<file path="config.mk">
export PLATFORM = sky130hd
export DESIGN_NAME = adcc_top
export DESIGN_NICKNAME = d
export VERILOG_FILES = /design/src/rtl/adcc_pkg.sv /design/src/rtl/adcc_tick_div.sv /design/src/rtl/adcc_top.sv
export SDC_FILE = /design/constraint.sdc
export NUM_CORES = 1
export LEC_CHECK = 0
export BUFFER_PORTS_ARGS = -buffer_cell sky130_fd_sc_hd__buf_4
export CAP_MARGIN = 20
export CORE_MARGIN = 3
export CORE_UTILIZATION = 34
export CTS_CLUSTER_SIZE = 8
export DETAILED_ROUTE_END_ITERATION = 10
export PLACE_DENSITY_LB_ADDON = 0.08
export SLEW_MARGIN = 40
export SYNTH_ARGS = -nofsm -noshare
export SYNTH_HDL_FRONTEND = slang
export SYNTH_SLANG_ARGS = --single-unit
</file>
<file path="constraint.sdc">
create_clock -name aclk -period 4.3 [get_ports aclk]
set_clock_uncertainty 0.05 [all_clocks]
set_input_delay 0.43 -clock aclk [delete_from_list [all_inputs] [get_ports aclk]]
set_output_delay 0.43 -clock aclk [all_outputs]
set_load 0.01 [all_outputs]
</file>
<file path="src/rtl/adcc_pkg.sv">
// Constants, register map and types for the conversion sequencer
package adcc_pkg;

  // Register byte offsets on the AXI4-Lite bus
  localparam logic [3:0] ADDR_STATUS_CTRL = 4'h0;
  localparam logic [3:0] ADDR_RESULT_HIGH = 4'h4;
  localparam logic [3:0] ADDR_RESULT_LOW  = 4'h8;
  localparam logic [3:0] ADDR_CLOCK_CFG   = 4'hC;

  // Status and control field positions
  localparam int SC_CH_LSB   = 0;
  localparam int SC_CH_MSB   = 4;
  localparam int SC_CONT_BIT = 5;
  localparam int SC_IRQ_BIT  = 6;
  localparam int SC_FLAG_BIT = 7;

  // Clock configuration field positions
  localparam int CC_ICLK_BIT  = 0;
  localparam int CC_ASYNC_BIT = 1;
  localparam int CC_DIV_LSB   = 2;
  localparam int CC_DIV_MSB   = 3;
  localparam int CC_LSMP_BIT  = 4;
  localparam int CC_MODE_BIT  = 5;
  localparam int CC_HWTRG_BIT = 6;

  localparam logic [4:0]  CH_ALL_ONES   = 5'h1f;
  localparam logic [7:0]  SC_RESET      = 8'h1f;
  localparam logic [7:0]  CC_RESET      = 8'h00;
  localparam logic [9:0]  RESULT_RESET  = 10'h000;
  localparam logic [9:0]  RES10_MAX     = 10'h3ff;
  localparam logic [7:0]  RES8_MAX      = 8'hff;
  localparam logic [10:0] SAR_FIRST     = 11'h400;
  localparam logic [3:0]  SAR_TOP_BIT   = 4'ha;

  localparam logic [1:0] RESP_OKAY   = 2'b00;
  localparam logic [1:0] RESP_SLVERR = 2'b10;

  // Conversion clock counts per conversion (subsequent continuous)
  localparam logic [5:0] TICKS_8_SHORT  = 6'd16;
  localparam logic [5:0] TICKS_8_LONG   = 6'd36;
  localparam logic [5:0] TICKS_10_SHORT = 6'd19;
  localparam logic [5:0] TICKS_10_LONG  = 6'd39;
  localparam logic [5:0] TICKS_FIRST    = 6'd2;
  // Sample windows of 3.5 and 23.5 clocks, rounded up to whole ticks
  localparam logic [5:0] SAMPLE_SHORT   = 6'd4;
  localparam logic [5:0] SAMPLE_LONG    = 6'd24;

  // Bus clock figures
  localparam int CLK_PERIOD_PS      = 5000;
  localparam int START_BUS_CYCLES   = 3;
  localparam int ASYNC_STARTUP_NS   = 5000;
  localparam int ASYNC_STARTUP_CYC  =
    (ASYNC_STARTUP_NS * 1000 + CLK_PERIOD_PS - 1) / CLK_PERIOD_PS;
  localparam int START_W            = 11;

  typedef enum logic [2:0] {
    ST_IDLE  = 3'b001,
    ST_START = 3'b010,
    ST_RUN   = 3'b100
  } adcc_state_t;

endpackage : adcc_pkg

</file>
<file path="src/rtl/adcc_tick_div.sv">
// Divider of a source tick stream by 1, 2, 4 or 8
module adcc_tick_div (
  input  wire logic       aclk,
  input  wire logic       aresetn,
  input  wire logic       clear,
  input  wire logic       src_tick,
  input  wire logic [1:0] div_sel,
  output logic            tick
);
  import adcc_pkg::*;

  logic [2:0] cnt_q;
  logic [2:0] mask;

  // Division ratio as a count mask
  always_comb begin
    case (div_sel)
      2'd0:    mask = 3'd0;
      2'd1:    mask = 3'd1;
      2'd2:    mask = 3'd3;
      default: mask = 3'd7;
    endcase
  end

  assign tick = src_tick && ((cnt_q & mask) == mask);

  // Clearing keeps the phase aligned to the conversion start
  always_ff @(posedge aclk) begin
    if (!aresetn || clear) begin
      cnt_q <= 3'd0;
    end else if (src_tick) begin
      cnt_q <= cnt_q + 3'd1;
    end
  end

endmodule // adcc_tick_div

</file>
<file path="src/rtl/adcc_top.sv">
// Successive approximation conversion sequencer with AXI4-Lite registers
module adcc_top #(
  parameter int BUS_SRC_DIV = 4,
  parameter int ALT_SRC_DIV = 8
) (
  input  wire logic         aclk,
  input  wire logic         aresetn,
  input  wire logic [3:0]   s_axi_awaddr,
  input  wire logic         s_axi_awvalid,
  output logic              s_axi_awready,
  input  wire logic [31:0]  s_axi_wdata,
  input  wire logic [3:0]   s_axi_wstrb,
  input  wire logic         s_axi_wvalid,
  output logic              s_axi_wready,
  output logic [1:0]        s_axi_bresp,
  output logic              s_axi_bvalid,
  input  wire logic         s_axi_bready,
  input  wire logic [3:0]   s_axi_araddr,
  input  wire logic         s_axi_arvalid,
  output logic              s_axi_arready,
  output logic [31:0]       s_axi_rdata,
  output logic [1:0]        s_axi_rresp,
  output logic              s_axi_rvalid,
  input  wire logic         s_axi_rready,
  input  wire logic         hw_trigger,
  input  wire logic         stop_mode,
  input  wire logic         async_clk_src,
  input  wire logic         cmp_above,
  output logic [4:0]        channel_sel,
  output logic [10:0]       dac_code,
  output logic              sample_hold,
  output logic              analog_enable,
  output logic              conv_irq
);
  import adcc_pkg::*;

  adcc_state_t state_q;
  logic [7:0]  sc_q;
  logic [7:0]  cc_q;
  logic [9:0]  result_q;
  logic        flag_q;
  logic        irq_q;
  logic        hi_read_q;
  logic        first_q;
  logic [START_W-1:0] start_cnt_q;
  logic [5:0]  tick_cnt_q;
  logic [10:0] trial_q;
  logic [3:0]  bit_q;
  logic [2:0]  trg_sync_q, stp_sync_q, acs_sync_q;
  logic [1:0]  cmp_sync_q;
  logic [7:0]  src_cnt_q;
  logic        aw_hold_q, w_hold_q;
  logic [3:0]  awaddr_q;
  logic [7:0]  wdata_q;
  logic        wstrb0_q;

  // Pin synchronisers; stage 0 feeds only stage 1
  always_ff @(posedge aclk) begin
    if (!aresetn) begin
      trg_sync_q <= 3'd0;
      stp_sync_q <= 3'd0;
      acs_sync_q <= 3'd0;
      cmp_sync_q <= 2'd0;
    end else begin
      trg_sync_q <= {trg_sync_q[1:0], hw_trigger};
      stp_sync_q <= {stp_sync_q[1:0], stop_mode};
      acs_sync_q <= {acs_sync_q[1:0], async_clk_src};
      cmp_sync_q <= {cmp_sync_q[0], cmp_above};
    end
  end

  logic trig_edge, stop_lvl, async_edge, cmp_lvl;
  assign trig_edge  = trg_sync_q[1] && !trg_sync_q[2];
  assign stop_lvl   = stp_sync_q[2];
  assign async_edge = acs_sync_q[1] && !acs_sync_q[2];
  assign cmp_lvl    = cmp_sync_q[1];

  // Field views
  logic [4:0] ch_f;
  logic       cont_f, irqen_f, iclk_f, async_f, lsmp_f, mode10_f, hwtrg_f;
  logic [1:0] div_f;
  assign ch_f     = sc_q[SC_CH_MSB:SC_CH_LSB];
  assign cont_f   = sc_q[SC_CONT_BIT];
  assign irqen_f  = sc_q[SC_IRQ_BIT];
  assign iclk_f   = cc_q[CC_ICLK_BIT];
  assign async_f  = cc_q[CC_ASYNC_BIT];
  assign div_f    = cc_q[CC_DIV_MSB:CC_DIV_LSB];
  assign lsmp_f   = cc_q[CC_LSMP_BIT];
  assign mode10_f = cc_q[CC_MODE_BIT];
  assign hwtrg_f  = cc_q[CC_HWTRG_BIT];

  // AXI write: address and data latched in either order
  logic wr_fire;
  assign s_axi_awready = !aw_hold_q && !s_axi_bvalid;
  assign s_axi_wready  = !w_hold_q && !s_axi_bvalid;
  assign wr_fire       = aw_hold_q && w_hold_q && !s_axi_bvalid;

  always_ff @(posedge aclk) begin
    if (!aresetn) begin
      aw_hold_q <= 1'b0;
      w_hold_q  <= 1'b0;
      awaddr_q  <= 4'h0;
      wdata_q   <= 8'h00;
      wstrb0_q  <= 1'b0;
    end else begin
      if (s_axi_awvalid && s_axi_awready) begin
        aw_hold_q <= 1'b1;
        awaddr_q  <= s_axi_awaddr;
      end else if (wr_fire) begin
        aw_hold_q <= 1'b0;
      end
      if (s_axi_wvalid && s_axi_wready) begin
        w_hold_q <= 1'b1;
        wdata_q  <= s_axi_wdata[7:0];
        wstrb0_q <= s_axi_wstrb[0];
      end else if (wr_fire) begin
        w_hold_q <= 1'b0;
      end
    end
  end

  // Write decode; a write without the low lane stores nothing
  logic wr_sc, wr_cc, wr_map;
  always_comb begin
    wr_sc  = 1'b0;
    wr_cc  = 1'b0;
    wr_map = 1'b1;
    if (awaddr_q == ADDR_STATUS_CTRL) begin
      wr_sc = wr_fire && wstrb0_q;
    end else if (awaddr_q == ADDR_CLOCK_CFG) begin
      wr_cc = wr_fire && wstrb0_q;
    end else if (awaddr_q == ADDR_RESULT_HIGH || awaddr_q == ADDR_RESULT_LOW) begin
      wr_map = 1'b1;
    end else begin
      wr_map = 1'b0;
    end
  end

  // Write response
  always_ff @(posedge aclk) begin
    if (!aresetn) begin
      s_axi_bvalid <= 1'b0;
      s_axi_bresp  <= RESP_OKAY;
    end else if (wr_fire) begin
      s_axi_bvalid <= 1'b1;
      s_axi_bresp  <= wr_map ? RESP_OKAY : RESP_SLVERR;
    end else if (s_axi_bready) begin
      s_axi_bvalid <= 1'b0;
    end
  end

  // AXI read: one cycle to data; result reads have side effects
  logic rd_fire, rd_hi, rd_lo;
  assign s_axi_arready = !s_axi_rvalid;
  assign rd_fire = s_axi_arvalid && s_axi_arready;
  assign rd_hi   = rd_fire && s_axi_araddr == ADDR_RESULT_HIGH;
  assign rd_lo   = rd_fire && s_axi_araddr == ADDR_RESULT_LOW;

  always_ff @(posedge aclk) begin
    if (!aresetn) begin
      s_axi_rvalid <= 1'b0;
      s_axi_rdata  <= 32'h0000_0000;
      s_axi_rresp  <= RESP_OKAY;
    end else if (rd_fire) begin
      s_axi_rvalid <= 1'b1;
      s_axi_rresp  <= RESP_OKAY;
      if (s_axi_araddr == ADDR_STATUS_CTRL) begin
        s_axi_rdata <= {24'h00_0000, flag_q, sc_q[SC_IRQ_BIT:SC_CH_LSB]};
      end else if (s_axi_araddr == ADDR_RESULT_HIGH) begin
        s_axi_rdata <= {30'h0000_0000, mode10_f ? result_q[9:8] : 2'b00};
      end else if (s_axi_araddr == ADDR_RESULT_LOW) begin
        s_axi_rdata <= {24'h00_0000, result_q[7:0]};
      end else if (s_axi_araddr == ADDR_CLOCK_CFG) begin
        s_axi_rdata <= {24'h00_0000, 1'b0, cc_q[CC_HWTRG_BIT:CC_ICLK_BIT]};
      end else begin
        s_axi_rdata <= 32'h0000_0000;
        s_axi_rresp <= RESP_SLVERR;
      end
    end else if (s_axi_rready) begin
      s_axi_rvalid <= 1'b0;
    end
  end

  // Configuration registers; the flag bit is never stored from a write
  always_ff @(posedge aclk) begin
    if (!aresetn) begin
      sc_q <= SC_RESET;
      cc_q <= CC_RESET;
    end else begin
      if (wr_sc) begin
        sc_q <= {1'b0, wdata_q[SC_IRQ_BIT:SC_CH_LSB]};
      end
      if (wr_cc) begin
        cc_q <= {1'b0, wdata_q[CC_HWTRG_BIT:CC_ICLK_BIT]};
      end
    end
  end

  assign channel_sel = ch_f;

  // Source ticks for the alternate and bus sources; kept sparse so the
  // synchronised comparator has settled before each decision
  logic bus_src, alt_src, src_tick, conv_tick, running;
  assign running = (state_q == ST_RUN);
  always_ff @(posedge aclk) begin
    if (!aresetn || !running) begin
      src_cnt_q <= 8'd0;
    end else begin
      src_cnt_q <= src_cnt_q + 8'd1;
    end
  end
  assign bus_src = ((src_cnt_q % 8'(BUS_SRC_DIV)) == 8'(BUS_SRC_DIV - 1));
  assign alt_src = ((src_cnt_q % 8'(ALT_SRC_DIV)) == 8'(ALT_SRC_DIV - 1));

  always_comb begin
    if (async_f) begin
      src_tick = async_edge;
    end else if (iclk_f) begin
      src_tick = bus_src;
    end else begin
      src_tick = alt_src;
    end
  end

  // divided conversion clock, stopped while idle
  adcc_tick_div u_div (
    .aclk     (aclk),
    .aresetn  (aresetn),
    .clear    (!running),
    .src_tick (src_tick && running),
    .div_sel  (div_f),
    .tick     (conv_tick)
  );

  // Start and abort causes
  logic sw_start, hw_start, abort, abort_start;
  // software start unless channel all ones or the hardware trigger is selected
  assign sw_start = wr_sc && !hwtrg_f && (wdata_q[SC_CH_MSB:SC_CH_LSB] != CH_ALL_ONES);
  assign abort = wr_sc || wr_cc || (stop_lvl && !async_f);
  assign abort_start = sw_start && !(stop_lvl && !async_f);
  assign hw_start = hwtrg_f && trig_edge && (state_q == ST_IDLE) && !abort;

  // Timing: sample length and total ticks for this conversion
  logic [5:0] smp_len, tot_len;
  always_comb begin
    smp_len = lsmp_f ? SAMPLE_LONG : SAMPLE_SHORT;
    if (mode10_f) begin
      tot_len = lsmp_f ? TICKS_10_LONG : TICKS_10_SHORT;
    end else begin
      tot_len = lsmp_f ? TICKS_8_LONG : TICKS_8_SHORT;
    end
    if (first_q) begin
      tot_len = tot_len + TICKS_FIRST;
    end
  end

  logic last_tick, cmp_tick;
  assign last_tick = running && conv_tick && (tick_cnt_q == tot_len - 6'd1);
  assign cmp_tick  = running && conv_tick && (tick_cnt_q >= smp_len) &&
                     (bit_q != 4'hf);

  // Rounded results
  logic [9:0] res10;
  logic [7:0] res8;
  logic       blocked, done;
  always_comb begin
    res10 = (trial_q[10:1] == RES10_MAX) ? RES10_MAX : trial_q[10:1] + 10'(trial_q[0]);
    res8  = (trial_q[10:3] == RES8_MAX) ? RES8_MAX : trial_q[10:3] + 8'(trial_q[2]);
  end
  assign blocked = last_tick && mode10_f && hi_read_q;
  assign done    = last_tick && !blocked;

  // Sequencer; an abort returns to idle unless it is a software start while no stop abort (stop without the async clock) is active
  always_ff @(posedge aclk) begin
    if (!aresetn) begin
      state_q     <= ST_IDLE;
      first_q     <= 1'b0;
      start_cnt_q <= '0;
    end else if (abort) begin
      state_q     <= abort_start ? ST_START : ST_IDLE;
      first_q     <= 1'b1;
      start_cnt_q <= '0;
    end else begin
      case (state_q)
        ST_IDLE: begin
          if (hw_start) begin
            state_q     <= ST_START;
            first_q     <= 1'b1;
            start_cnt_q <= '0;
          end
        end
        ST_START: begin
          start_cnt_q <= start_cnt_q + 1'b1;
          // async start-up and three bus clocks of synchronisation
          if (start_cnt_q == START_W'(START_BUS_CYCLES - 1 +
                                      (async_f ? ASYNC_STARTUP_CYC : 0))) begin
            state_q <= ST_RUN;
          end
        end
        ST_RUN: begin
          if (last_tick) begin
            first_q <= 1'b0;
            // continue or retry, else power down
            if (!(cont_f || blocked)) begin
              state_q <= ST_IDLE;
            end
          end
        end
        default: state_q <= ST_IDLE;
      endcase
    end
  end

  // Tick counter and successive approximation register
  always_ff @(posedge aclk) begin
    if (!aresetn || !running) begin
      tick_cnt_q <= 6'd0;
      trial_q    <= SAR_FIRST;
      bit_q      <= SAR_TOP_BIT;
    end else if (last_tick) begin
      tick_cnt_q <= 6'd0;
      trial_q    <= SAR_FIRST;
      bit_q      <= SAR_TOP_BIT;
    end else if (conv_tick) begin
      tick_cnt_q <= tick_cnt_q + 6'd1;
      if (cmp_tick) begin
        trial_q[bit_q] <= cmp_lvl;
        if (bit_q != 4'h0) begin
          trial_q[bit_q - 4'h1] <= 1'b1;
        end
        bit_q <= bit_q - 4'h1;
      end
    end
  end

  assign dac_code      = trial_q;
  // Sampling drops with the enable, so an abort never leaves the switch closed
  assign sample_hold   = analog_enable && (tick_cnt_q < smp_len);
  assign analog_enable = running && !abort;

  // result transfer; aborts leave the result alone
  always_ff @(posedge aclk) begin
    if (!aresetn) begin
      result_q <= RESULT_RESET;
    end else if (done && !abort) begin
      result_q <= mode10_f ? res10 : {2'b00, res8};
    end
  end

  // half-read tracking; only a low-half read ends the pairing
  always_ff @(posedge aclk) begin
    if (!aresetn) begin
      hi_read_q <= 1'b0;
    end else if (rd_hi && mode10_f) begin
      hi_read_q <= 1'b1;
    end else if (rd_lo) begin
      hi_read_q <= 1'b0;
    end
  end

  // complete flag and interrupt; set wins over the low-half read clear
  always_ff @(posedge aclk) begin
    if (!aresetn) begin
      flag_q <= 1'b0;
      irq_q  <= 1'b0;
    end else if (done && !abort) begin
      flag_q <= 1'b1;
      irq_q  <= irqen_f;
    end else if (wr_sc || rd_lo) begin
      flag_q <= 1'b0;
      irq_q  <= 1'b0;
    end else if (!irqen_f) begin
      irq_q  <= 1'b0;
    end
  end

  assign conv_irq = irq_q;

endmodule // adcc_top

</file>
==> summary.txt <==
Hold path
  – Class of the tightest hold or removal check: in -> reg

Clock tree
  – Clock tree from TritonCTS: built
  – Insertion delay of the later-clocked pin in the worst-skew pair: 0.35 ns
  – Root buffer cell: sky130_fd_sc_hd__clkbuf_16
  – Number of buffers inserted for hold repair after clock tree synthesis: 0
  – Number of CTS-inserted buffers: 9
  – # Post-CTS Setup Buffers: 0
  – Sinks on Clock Net: 106
  – Clock-pin slew of the registers on the worst-case setup and hold paths: 0.07 ns
  – H-tree depth reported by CTS: 3
  – Cells resized by post-CTS repair: 0
  – Clk buf depth: 2

Yosys
  – Synth warnings: 0
  – Main combinational cell family by area after synthesis: simple AND/OR/NAND/NOR gates
  – Fraction of synthesized cell area in xor and xnor cells: 3.80%
  – Post-synthesis area per instance: 8.41 um^2
  – Number of register bits inferred by synthesis: 106
  – Compound-Gate Fraction of Synth Area: 18.4%
  – EDFF count, synth: 0
  – Post-synth top flop: sky130_fd_sc_hd__dfxtp_1
  – Register area share after synthesis: 36.8%
  – FFs w/ async S/R, synth: 0%
  – Distinct cells, synth: 71
  – Proportion of synthesized area in mux cells: 5.42%
  – Fraction of the mapped netlist area in simple logic gates: 23.2%
  – Total standard cell area after synthesis: around 5800 um^2
  – Synthesized instance count: between 600 and 700
  – Fraction of the mapped netlist area in adder cells: 4.77%

Drt
  – Vias per Instance: 5.17
  – Total wire length: 14.6 mm
  – Routed wire length per instance: 15.5 um
  – Overall via count from detail_route: ~5000
  – Count of routing violations after the opening detailed-route iteration: 236
  – Final routed DRC violation total: 0
  – ANT nets after route: 0
  – Number of detailed-routing iterations run before antenna repair: 4

Power
  – Largest voltage drop on the vdd net: about 0.00018 V
  – Power density over the cells: 306 nW/um^2
  – Overall power: 2.01 mW
  – Net switching fraction of the power: 23.8%
  – Static Leak: 2.44 nW
  – Share of power burned in the clock network: 42.2%
  – Portion of total power attributed to sequential cells: about half
  – Cell internal power dissipation: 1.53 mW
  – Net load switching power: 0.478 mW
  – Logic gate share of total power: 6.8%

STA
  – Count of endpoints failing hold in the final timing report: 0
  – Total negative setup slack: 0 ns
  – Slew HR: 55.5%
  – Fin crit period: 3.02 ns
  – Highest Clock Rate: 331 MHz
  – Tightest Pin Transition: about 0.67 ns
  – Final cycle utilization of the critical path: 70.3%
  – # setup viols final: 0
  – Max-slew violation total from the final report: 0
  – Unrepaired setup endpoints after global routing: no

Global route
  – Total routing resource utilization after global routing: 15.8%
  – Global Route met1 Usage: 22.5%
  – Number of global-route vias before repair: roughly 4400
  – M2 GR Usage: 24.2%
  – Met3 track demand over resource: under 10%
  – Sum of overflow across all layers after global routing: 0
  – First-pass GRT wire length: 23.4 mm
  – Number of antenna violations at the first check in global routing: 0
  – Layer carrying the most global-route usage: met2
  – Largest net degree at the start of global routing: 33

Worst setup path
  – Kind of critical path: reg -> reg
  – Worst EP arrival: 3.26 ns
  – Worst setup EP type: flop
  – Critical path launch point type: flop
  – Crit-path max FO: 12
  – Critical path required time: 4.54 ns

Cells and area
  – Number of nets in the final layout: roughly 800
  – Commonest non-fill, non-tap cells in the layout: 106 x sky130_fd_sc_hd__dfxtp_1, 70 x sky130_fd_sc_hd__nor2_1, 67 x sky130_fd_sc_hd__nand2_1
  – Diodes inserted: 0
  – Layout cells sized above 1: about 15%
  – Most frequent standard cell in the layout excluding fill and tap cells: sky130_fd_sc_hd__dfxtp_1
  – Area growth from synthesis to layout: 13.7%

Run
  – Number of max-capacitance violations reported: 0

Floorplan
  – Top-level port count: 115
  – Core area: 16200 um^2
  – Row cnt: 46
  – Die area: 18600 um^2
  – Die Y: 136 um
  – Effective utilization at floorplan: 35.5%
  – Die width: 136 um

Place
  – Number of buffer cells added on primary ports: 60
  – Post-DP HPWL: approximately 11 mm
  – Routability congestion estimate from global placement: 0.871

Run status
  – Status: finished, final reports clean
## cell families after synthesis
| family | count (synthesis) |
|---|---|
| buffers and inverters | 80 |
| xor gates and xnor gates | 25 |
| AOI/OAI and AO/OA | 155 |
| DFF | 106 |
| adders and majority gates | 22 |
| other | 1 |
| muxes | 28 |
| and+or+nand+nor | 269 |
## power by group through the flow
stage / sequential (mW) / clock [mW] / combinational [mW]
3_3_place_gp: 1.04 / 0 / 0.135
3_5_place_dp: 1.04 / 0 / 0.138
2_1_floorplan: 1.04 / 0 / 0.109
6_report: 1.02 / 0.848 / 0.137
5_1_grt: 1.03 / 0.919 / 0.153
4_1_cts: 1.02 / 0.883 / 0.138
## path summary, 6_finish.rpt
path / slack (ns) / cells past startpoint / end / startpoint
setup reg to reg: 1.28 / 7 / result_q[1]$_SDFFE_PN0P_ / cc_q[4]$_SDFFE_PN0P_
hold reg to reg: 0.37 / 1 / src_cnt_q[0]$_SDFF_PP0_ / src_cnt_q[0]$_SDFF_PP0_
hold / removal: 0.23 / 2 / stp_sync_q[0]$_SDFF_PN0_ / stop_mode
setup / recovery: 1.28 / 7 / result_q[1]$_SDFFE_PN0P_ / cc_q[4]$_SDFFE_PN0P_
## stage by stage
stage / util, % / hold WS [ns] / std cells / setup WS [ns] / cell area (um^2)
2_1_floorplan: - / 0.349 / 711 / 1.95 / 5860
3_3_place_gp: 38.5 / 0.361 / 927 / 1.38 / 6240
3_5_place_dp: 38.5 / 0.361 / 927 / 1.29 / 6260
4_1_cts: 40.4 / 0.208 / 942 / 1.26 / 6560
5_1_grt: 40.4 / 0.214 / 942 / 0.973 / 6560
6_report: 40.4 / 0.231 / 942 / 1.28 / 6560
## per-layer routing
layer,vias up,routed length (um)
li1,2462,-
met1,2293,7400
met2,100,6470
met3,16,508
met4,0,232
met5,-,0
## critical path, stage by stage (launching register included)
cell and delay, ns:
sky130_fd_sc_hd__dfxtp_1 0.56, sky130_fd_sc_hd__ha_1 0.36, sky130_fd_sc_hd__mux2i_1 0.24, sky130_fd_sc_hd__nand3_1 0.11, sky130_fd_sc_hd__a41oi_1 0.48, sky130_fd_sc_hd__nand4_1 0.51
sky130_fd_sc_hd__or3_1 0.50, sky130_fd_sc_hd__a21oi_1 0.14
## Yosys cell counts, types with 10 or more instances
master | instances | share of area [%]
sky130_fd_sc_hd__a22oi_1 | 12 | 1.6
sky130_fd_sc_hd__nor2_1 | 71 | 4.6
sky130_fd_sc_hd__buf_4 | 33 | 4.3
sky130_fd_sc_hd__nand2_1 | 67 | 4.4
sky130_fd_sc_hd__a21oi_1 | 40 | 3.5
sky130_fd_sc_hd__nand3_1 | 25 | 2.2
sky130_fd_sc_hd__mux2i_1 | 20 | 3.5
sky130_fd_sc_hd__nand2b_1 | 11 | 1.2
sky130_fd_sc_hd__xnor2_1 | 13 | 2.0
sky130_fd_sc_hd__a31oi_1 | 10 | 1.1
sky130_fd_sc_hd__ha_1 | 22 | 4.8
sky130_fd_sc_hd__clkbuf_1 | 23 | 1.5
sky130_fd_sc_hd__xor2_1 | 12 | 1.8
sky130_fd_sc_hd__dfxtp_1 | 106 | 37
sky130_fd_sc_hd__and2_1 | 18 | 2.0
sky130_fd_sc_hd__nor3_1 | 18 | 1.6
sky130_fd_sc_hd__inv_1 | 12 | 0.78
sky130_fd_sc_hd__buf_2 | 10 | 0.87
sky130_fd_sc_hd__o21ai_0 | 32 | 2.8
sky130_fd_sc_hd__nand4_1 | 11 | 1.2
## registers in the layout (all words and copies together) (netlist names), 4 cells and up
name / count
dac_code: 11
start_cnt_q: 11
result_q: 10
s_axi_rdata: 8
cc_q: 7
sc_q: 7
wdata_q: 7
tick_cnt_q: 6
awaddr_q: 4
bit_q: 4
## cell type report
type                       instances  area [um^2]
clock buffer                      10          239
clock inverter                     5         60.1
fill                            1684         9670
inverter                          14         52.6
multi-input combinational        525         3320
sequential                       106         2120
tap                              216          270
timing repair buffer              66          495
Power figures use the tool's default switching activity.
